<file path="src/inc/ddrpl_pkg.sv">
// Constants and carrier types of the controller-facing read-latency port.
package ddrpl_pkg;
   // Data path shape.
   localparam int DATA_WIDTH_RATIO = 4;
   localparam int MEMORY_DATA_WIDTH = 8;
   localparam int HALVES = DATA_WIDTH_RATIO / 2;
   localparam int RDATA_W = DATA_WIDTH_RATIO * MEMORY_DATA_WIDTH;
   localparam int ROW_W = 14;
   localparam int BANK_W = 3;
   localparam int CS_W = 1;
   localparam int LAT_W = 5;
   localparam int DELAY_DEPTH = 32;
   localparam int FIFO_DEPTH = 2;
   localparam logic [LAT_W-1:0] PIPE_STAGES = 5'h02;
   localparam logic [1:0] FIFO_FULL_CNT = 2'h2;
   ////////////////////////////////////////////////////////////////////////////////
   // Register map, byte addresses on APB.
   localparam int ADDR_W = 8;
   localparam logic [ADDR_W-1:0] OFS_CTRL = 8'h00;
   localparam logic [ADDR_W-1:0] OFS_WLAT = 8'h04;
   localparam logic [ADDR_W-1:0] OFS_RLAT = 8'h08;
   localparam logic [ADDR_W-1:0] OFS_STATUS = 8'h0c;
   // Field positions.
   localparam int CTRL_CAL_DONE_BIT = 0;
   localparam int STAT_CNT_W = 16;
   localparam int STAT_OVR_BIT = 16;
   localparam int STAT_FULL_BIT = 17;
   // Reset values.
   localparam logic [LAT_W-1:0] WLAT_RST = 5'h00;
   localparam logic [LAT_W-1:0] RLAT_RST = 5'h02;
   localparam logic [STAT_CNT_W-1:0] CNT_RST = 16'h0000;
   ////////////////////////////////////////////////////////////////////////////////
   // Address and command slots from the controller.
   typedef struct packed {
      logic [ROW_W*HALVES-1:0] addr;
      logic [BANK_W*HALVES-1:0] ba;
      logic [CS_W*HALVES-1:0] cke;
      logic [CS_W-1:0] cs_n;
      logic [CS_W*HALVES-1:0] odt;
      logic [HALVES-1:0] ras_n;
   } ddrpl_cmd_t;
   // One captured read word with its per-half valid flags.
   typedef struct packed {
      logic [HALVES-1:0] valid;
      logic [RDATA_W-1:0] data;
   } ddrpl_rd_t;
endpackage : ddrpl_pkg

</file>
<file path="src/hw/ddrpl_top.sv">
// Controller-facing latency report, read capture and command port of the PHY.
`timescale 1ns/1ps
`default_nettype none
module ddrpl_top (
   input wire logic CLK_SYS,
   input wire logic RESET,
   input wire logic PSEL,
   input wire logic PENABLE,
   input wire logic PWRITE,
   input wire logic [ddrpl_pkg::ADDR_W-1:0] PADDR,
   input wire logic [31:0] PWDATA,
   output logic [31:0] PRDATA,
   output logic PREADY,
   output logic PSLVERR,
   output logic CTL_CLK,
   output logic CTL_RESET_N,
   output logic [ddrpl_pkg::LAT_W-1:0] CTL_WLAT,
   output logic [ddrpl_pkg::LAT_W-1:0] CTL_RLAT,
   output logic CTL_CAL_SUCCESS,
   input wire logic [ddrpl_pkg::HALVES-1:0] CTL_DOING_RD,
   input wire ddrpl_pkg::ddrpl_cmd_t CTL_CMD,
   output logic [ddrpl_pkg::RDATA_W-1:0] CTL_RDATA,
   output logic [ddrpl_pkg::HALVES-1:0] CTL_RDATA_VALID,
   input wire logic CTL_RDATA_READY,
   input wire logic [ddrpl_pkg::RDATA_W-1:0] CAP_RDATA,
   output logic CAP_READY,
   output ddrpl_pkg::ddrpl_cmd_t MEM_CMD
);

   ////////////////////////////////////////////////////////////////////////////////
   // Declarations.
   logic cal_done;
   logic next_cal_done;
   logic [ddrpl_pkg::LAT_W-1:0] wlat;
   logic [ddrpl_pkg::LAT_W-1:0] next_wlat;
   logic [ddrpl_pkg::LAT_W-1:0] rlat;
   logic [ddrpl_pkg::LAT_W-1:0] next_rlat;
   logic ovr;
   logic next_ovr;
   logic [ddrpl_pkg::STAT_CNT_W-1:0] rd_cnt;
   logic [ddrpl_pkg::STAT_CNT_W-1:0] next_rd_cnt;
   logic [31:0] prdata;
   logic [31:0] next_prdata;
   logic wr_en;
   logic setup_rd;
   logic mapped;
   logic [ddrpl_pkg::HALVES-1:0] dly [ddrpl_pkg::DELAY_DEPTH];
   logic [ddrpl_pkg::HALVES-1:0] next_dly [ddrpl_pkg::DELAY_DEPTH];
   logic [ddrpl_pkg::LAT_W-1:0] tap;
   logic [ddrpl_pkg::HALVES-1:0] cap_en;
   logic cap_vld;
   logic next_cap_vld;
   ddrpl_pkg::ddrpl_rd_t cap;
   ddrpl_pkg::ddrpl_rd_t next_cap;
   logic lost;
   ddrpl_pkg::ddrpl_rd_t mem [ddrpl_pkg::FIFO_DEPTH];
   ddrpl_pkg::ddrpl_rd_t next_mem [ddrpl_pkg::FIFO_DEPTH];
   logic wp;
   logic next_wp;
   logic rp;
   logic next_rp;
   logic [1:0] cnt;
   logic [1:0] next_cnt;
   logic room;
   logic push;
   logic pop;
   logic [1:0] rst_sync;
   logic [1:0] next_rst_sync;
   ddrpl_pkg::ddrpl_cmd_t cmd;
   ddrpl_pkg::ddrpl_cmd_t next_cmd;

   ////////////////////////////////////////////////////////////////////////////////
   // Controller clock and reset in that clock's domain.

   // The controller runs straight on the system clock, so no edge is shifted.
   assign CTL_CLK = CLK_SYS;

   // Assert at once, release two edges later so the controller leaves reset cleanly.
   always_comb begin
      next_rst_sync = {rst_sync[0], 1'b1};
   end

   always_ff @(posedge CLK_SYS or posedge RESET) begin
      if (RESET) begin
         rst_sync <= 2'h0;
      end else begin
         rst_sync <= next_rst_sync;
      end
   end

   assign CTL_RESET_N = rst_sync[1];

   ////////////////////////////////////////////////////////////////////////////////
   // APB slave and register file.

   // Zero wait states; unmapped offsets answer with an error and read zero.
   assign wr_en = PSEL & PENABLE & PWRITE;
   assign setup_rd = PSEL & ~PENABLE & ~PWRITE;
   assign mapped = (PADDR == ddrpl_pkg::OFS_CTRL) | (PADDR == ddrpl_pkg::OFS_WLAT) |
                   (PADDR == ddrpl_pkg::OFS_RLAT) | (PADDR == ddrpl_pkg::OFS_STATUS);
   assign PREADY = 1'b1;
   assign PSLVERR = PSEL & PENABLE & ~mapped;
   assign PRDATA = prdata;

   // Latency registers lock once calibration is flagged, so the controller can
   // trust them for the whole of normal operation; only a reset unlocks them.
   always_comb begin
      next_cal_done = cal_done;
      next_wlat = wlat;
      next_rlat = rlat;
      next_ovr = ovr;
      next_prdata = prdata;
      next_rd_cnt = rd_cnt;
      if (|CTL_DOING_RD) begin
         next_rd_cnt = rd_cnt + 16'h0001;
      end
      if (wr_en) begin
         case (PADDR)
            ddrpl_pkg::OFS_CTRL: begin
               if (PWDATA[ddrpl_pkg::CTRL_CAL_DONE_BIT]) begin
                  next_cal_done = 1'b1;
               end
            end
            ddrpl_pkg::OFS_WLAT: begin
               if (!cal_done) begin
                  next_wlat = PWDATA[ddrpl_pkg::LAT_W-1:0];
               end
            end
            ddrpl_pkg::OFS_RLAT: begin
               if (!cal_done) begin
                  // Below the pipeline depth the latency cannot be met; clamp.
                  if (PWDATA[ddrpl_pkg::LAT_W-1:0] < ddrpl_pkg::PIPE_STAGES) begin
                     next_rlat = ddrpl_pkg::PIPE_STAGES;
                  end else begin
                     next_rlat = PWDATA[ddrpl_pkg::LAT_W-1:0];
                  end
               end
            end
            ddrpl_pkg::OFS_STATUS: begin
               if (PWDATA[ddrpl_pkg::STAT_OVR_BIT]) begin
                  next_ovr = 1'b0;
               end
            end
            default: begin
               next_ovr = ovr;
            end
         endcase
      end
      // A loss in the clearing cycle still sets the flag.
      if (lost) begin
         next_ovr = 1'b1;
      end
      if (setup_rd) begin
         next_prdata = 32'h0000_0000;
         case (PADDR)
            ddrpl_pkg::OFS_CTRL: next_prdata[ddrpl_pkg::CTRL_CAL_DONE_BIT] = cal_done;
            ddrpl_pkg::OFS_WLAT: next_prdata[ddrpl_pkg::LAT_W-1:0] = wlat;
            ddrpl_pkg::OFS_RLAT: next_prdata[ddrpl_pkg::LAT_W-1:0] = rlat;
            ddrpl_pkg::OFS_STATUS: begin
               next_prdata[ddrpl_pkg::STAT_CNT_W-1:0] = rd_cnt;
               next_prdata[ddrpl_pkg::STAT_OVR_BIT] = ovr;
               next_prdata[ddrpl_pkg::STAT_FULL_BIT] = ~room;
            end
            default: next_prdata = 32'h0000_0000;
         endcase
      end
   end

   always_ff @(posedge CLK_SYS or posedge RESET) begin
      if (RESET) begin
         cal_done <= 1'b0;
         wlat <= ddrpl_pkg::WLAT_RST;
         rlat <= ddrpl_pkg::RLAT_RST;
         ovr <= 1'b0;
         rd_cnt <= ddrpl_pkg::CNT_RST;
         prdata <= 32'h0000_0000;
      end else begin
         cal_done <= next_cal_done;
         wlat <= next_wlat;
         rlat <= next_rlat;
         ovr <= next_ovr;
         rd_cnt <= next_rd_cnt;
         prdata <= next_prdata;
      end
   end

   // Both latencies come straight from their flops.
   assign CTL_WLAT = wlat;
   assign CTL_RLAT = rlat;
   assign CTL_CAL_SUCCESS = cal_done;

   ////////////////////////////////////////////////////////////////////////////////
   // Marker delay line and capture register.

   // Capture plus the buffer take two cycles, so the tap sits that much earlier.
   assign tap = rlat - ddrpl_pkg::PIPE_STAGES;
   assign cap_en = (tap == 5'h00) ? CTL_DOING_RD : dly[tap - 5'h01];

   always_comb begin
      next_dly[0] = CTL_DOING_RD;
      for (int i = 1; i < ddrpl_pkg::DELAY_DEPTH; i++) begin
         next_dly[i] = dly[i-1];
      end
   end

   always_ff @(posedge CLK_SYS or posedge RESET) begin
      if (RESET) begin
         for (int i = 0; i < ddrpl_pkg::DELAY_DEPTH; i++) begin
            dly[i] <= '0;
         end
      end else begin
         dly <= next_dly;
      end
   end

   // A held word that the full buffer cannot take blocks a new capture; the newcomer is dropped and flagged,
   // since the memory returns data on a fixed schedule and cannot wait.
   assign push = cap_vld & room;
   assign lost = (|cap_en) & cap_vld & ~push;

   always_comb begin
      next_cap_vld = cap_vld;
      next_cap = cap;
      if ((|cap_en) && (!cap_vld || push)) begin
         next_cap_vld = 1'b1;
         next_cap.valid = cap_en;
         next_cap.data = CAP_RDATA;
      end else if (push) begin
         next_cap_vld = 1'b0;
      end
   end

   always_ff @(posedge CLK_SYS or posedge RESET) begin
      if (RESET) begin
         cap_vld <= 1'b0;
         cap <= '0;
      end else begin
         cap_vld <= next_cap_vld;
         cap <= next_cap;
      end
   end

   ////////////////////////////////////////////////////////////////////////////////
   // Two-entry read buffer toward the controller.

   assign room = (cnt != ddrpl_pkg::FIFO_FULL_CNT);
   assign pop = (cnt != 2'h0) & CTL_RDATA_READY;
   assign CAP_READY = room;

   always_comb begin
      next_mem = mem;
      next_wp = wp;
      next_rp = rp;
      next_cnt = cnt;
      if (push) begin
         next_mem[wp] = cap;
         next_wp = ~wp;
      end
      if (pop) begin
         next_rp = ~rp;
      end
      case ({push, pop})
         2'b10: next_cnt = cnt + 2'h1;
         2'b01: next_cnt = cnt - 2'h1;
         default: next_cnt = cnt;
      endcase
   end

   always_ff @(posedge CLK_SYS or posedge RESET) begin
      if (RESET) begin
         mem[0] <= '0;
         mem[1] <= '0;
         wp <= 1'b0;
         rp <= 1'b0;
         cnt <= 2'h0;
      end else begin
         mem <= next_mem;
         wp <= next_wp;
         rp <= next_rp;
         cnt <= next_cnt;
      end
   end

   // Flags are gated by occupancy so a stale slot never shows as valid.
   assign CTL_RDATA = mem[rp].data;
   assign CTL_RDATA_VALID = (cnt != 2'h0) ? mem[rp].valid : '0;

   ////////////////////////////////////////////////////////////////////////////////
   // Command slots, registered once toward the memory side.

   // Field widths follow the per-slot and per-line shape of the struct.
   always_comb begin
      next_cmd = CTL_CMD;
   end

   always_ff @(posedge CLK_SYS or posedge RESET) begin
      if (RESET) begin
         cmd <= '0;
      end else begin
         cmd <= next_cmd;
      end
   end

   assign MEM_CMD = cmd;

endmodule : ddrpl_top
`default_nettype wire

</file>
<file path="config.mk">
export PLATFORM = sky130hd
export DESIGN_NAME = ddrpl_top
export DESIGN_NICKNAME = d
export VERILOG_FILES = /design/src/inc/ddrpl_pkg.sv /design/src/hw/ddrpl_top.sv
export SDC_FILE = /design/constraint.sdc
export NUM_CORES = 1
export LEC_CHECK = 0
export BUFFER_PORTS_ARGS = -buffer_cell sky130_fd_sc_hd__buf_2
export CAP_MARGIN = 20
export CORE_MARGIN = 8
export CORE_UTILIZATION = 40
export DETAILED_ROUTE_END_ITERATION = 7
export GPL_ROUTABILITY_DRIVEN = 0
export PLACE_DENSITY_LB_ADDON = 0.3
export SYNTH_ARGS = -nofsm -noshare
export SYNTH_HDL_FRONTEND = slang
export SYNTH_SLANG_ARGS = --single-unit
</file>
<file path="constraint.sdc">
create_clock -name CLK_SYS -period 7.9 [get_ports CLK_SYS]
set_clock_uncertainty 0.2 [all_clocks]
set_input_delay 1.185 -clock CLK_SYS [delete_from_list [all_inputs] [get_ports CLK_SYS]]
set_output_delay 1.185 -clock CLK_SYS [all_outputs]
set_load 0.05 [all_outputs]
</file>
==> out/results.tsv <==
stage	metric	value	unit
power	p_leak	0.00591	uW
cells_and_area	final_cell_area	12500	sq um
power	peakVddDrop	0.212	mV
worst_setup_path	rrSetupSlack	3.13	ns
cts	cts_setup_buffers	0	
yosys	synth_area_leaders	dfrtp_1 64%, mux2_2 12%, mux2_4 4.5%	
power	powerDensity	394	nW/um^2
global_routing	grt_pass1_vias	6554	
timing	slew_headroom	44.2	%
yosys	async_flop_share	100	%
global_routing	grt_usage	13.9	%
yosys	synth.cell_area	10100	sq um
cells_and_area	fillers	2195	
cells_and_area	fin_nets	1011	
placement	dp_hpwl	14200	microns
worst_setup_path	startpoint_type	clock port	
cts	path_clk_slew	0.06	ns
cts	postCtsHoldBufs	0	
worst_setup_path	r2r_start	CTL_RLAT[0]$_DFFE_PP0P_	
timing	setup_viol	0	
die	die_h	175	microns
yosys	synth_cell_types	53	
yosys	ys_ff_latch	260	
yosys	synth_edf_count	0	
cts	cts_tree	built	
yosys	synthCells	667	
timing	rsz0062_at_grt	no	
placement	placed_cell_area	11400	sq um
worst_setup_path	critPathMaxFanout	2	
die	rows	58	
worst_setup_path	critPathLaunch	CLK_SYS	
job	cap_violations	0	
cts	clock_latency	0.65	ns
timing	fin_setup_tns	0	ns
cells_and_area	fin_util	50.0	%
timing	hold_ws	0.148	ns
route	drtIter0Drc	240	
worst_setup_path	worstPathArrival	4.40	ns
yosys	synthTopCellsByCount	259 x dfrtp_1, 107 x mux2_2, 44 x nand2_1, 30 x mux2_4, 25 x nor2_1	
worst_setup_path	crit_type	clock port to output port	
cells_and_area	layout-drive-gt1-share	46.2	%
die	core	25000	sq um
die	start_util	40.5	%
route	postRouteAntennaNets	0	
yosys	ys_warn_count	0	
timing	worstMarginPinSlew	0.836	ns
timing	hold_viol_final	0	
die	dieArea	30600	sq um
min_path	min_path_type	flip-flop to flip-flop	
die	fp.dieW	175	microns
cts	cts_resized	0	
outcome	outcome	finished clean	
cells_and_area	synthToLayoutAreaGrowth	23.5	%
timing	setup_slack	2.11	ns
route	detail_route.wl_per_cell	17.2	microns
timing	slew_violations	0	
route	drt_first_pass_iters	4	
yosys	yosysTopAreaCell	dfrtp_1	
cells_and_area	diodes	0	
route	vias_per_cell	4.77	
global_routing	antenna_found_initial	1	
route	wl	21200	microns
yosys	synth_top_area_share	64.2	%
global_routing	grt_max_degree	160	
worst_setup_path	r2r-end	cap[31]$_DFFE_PP0P_	
yosys	synth.most_common_cell	dfrtp_1	
route	vias	5882	
worst_setup_path	cp-endpoint	CTL_CLK	
worst_setup_path	critPathRequiredTime	6.51	ns
worst_setup_path	critPathCaptureType	output port	
global_routing	grt_pass1_wl	34800	microns
placement	pre_cts_ws	2.38	ns
worst_setup_path	reg2reg_depth	10	
placement	port-buffer-count	202	
yosys	synth_ff_type	dfrtp_1	
yosys	synth_seq_area_share	64.4	%
global_routing	grt_overflow_total	0	
yosys	synth.avg_cell_area	15.1	sq um
route	drc	0	
die	ios	244	
[final cells by class]
type	instances	area [sq um]	share of cell area, %
clock inverter	11	136	1.09
clock buffer	44	907	7.27
timing repair buffer	209	1100	8.81
sequential	260	6510	52.2
inverter	10	41.3	0.331
tap	330	413	3.31
multi-input combinational	370	3370	27.0
[logic make-up after synthesis]
group	share of synthesized area (%)
buffers and inverters	2.87
xor gates and xnor gates	2.16
and+or+nand+nor	4.52
muxes	21.8
adders and majority gates	0.743
other	0.0744
AOI/OAI and AO/OA	3.44
DFF	64.4
[worst max-delay path, stage by stage]
cell       delay, ns
clkbuf_16       0.12
clkbuf_16       0.13
buf_2           0.20
[state kept, by name, summed over array words and instances (netlist names)]
name             count
CTL_CAL_SUCCESS      1
CTL_RLAT             5
CTL_WLAT             5
MEM_CMD             41
PRDATA              18
cap                 34
cap_vld              1
cnt                  2
dly                 64
mem                 68
ovr                  1
rd_cnt              16
rp                   1
rst_sync             2
wp                   1
[power by group]
group | switching, uW | leakage (uW) | internal (uW)
registers | 180 | 0.00311 | 1640
clock network | 544 | 0.000518 | 892
logic | 1000 | 0.00228 | 659
total | 1730 | 0.00591 | 3190
[worst min path at each step]
stage                                from               endpoint  slack (ns)  cells after the start
floorplan           rst_sync[0]$_DFF_PP0_  rst_sync[1]$_DFF_PP0_        0.13                      0
global placement    rst_sync[0]$_DFF_PP0_  rst_sync[1]$_DFF_PP0_        0.13                      0
detailed placement  rst_sync[0]$_DFF_PP0_  rst_sync[1]$_DFF_PP0_        0.14                      0
CTS                 rst_sync[0]$_DFF_PP0_  rst_sync[1]$_DFF_PP0_        0.15                      0
global route            dly[51]$_DFF_PP0_      dly[49]$_DFF_PP0_        0.16                      0
finish              rst_sync[0]$_DFF_PP0_  rst_sync[1]$_DFF_PP0_        0.15                      0
[layout by cell type, fill, tap and decap left out, types with 4 or more instances in the layout]
cell       instances
a21oi_1            6
buf_2            202
buf_4              5
clkbuf_1           5
clkbuf_16         32
clkbuf_8           6
clkinv_2           6
conb_1            16
dfrtp_1          259
ha_1               6
inv_1              8
mux2_2           107
mux2_4            30
mux2i_1           20
mux4_1             4
mux4_2             9
nand2_1           44
nand4_1            6
nor2_1            24
o21ai_0           21
xnor2_1           16
xor2_1             7
[metrics by stage]
stage / total power, uW / cells
5_1_grt: 5150 / 1234
4_1_cts: 4980 / 1232
6_report: 4920 / 1234
3_5_place_dp: 3540 / 1178
3_3_place_gp: 3520 / 1178
2_1_floorplan: 3170 / 681
[layer usage]
| metal | track usage (%) | up-vias | part of all wire (%) |
|---|---|---|---|
| met4 | 4.56 | 2 | 2.1 |
| met5 | 0 | - | 0.047 |
| li1 | - | 2743 | - |
| met3 | 4.75 | 41 | 7.6 |
| met1 | 17.1 | 2930 | 43 |
| met2 | 22.5 | 166 | 47 |
Note: power is estimated with default switching activity, not from simulation.
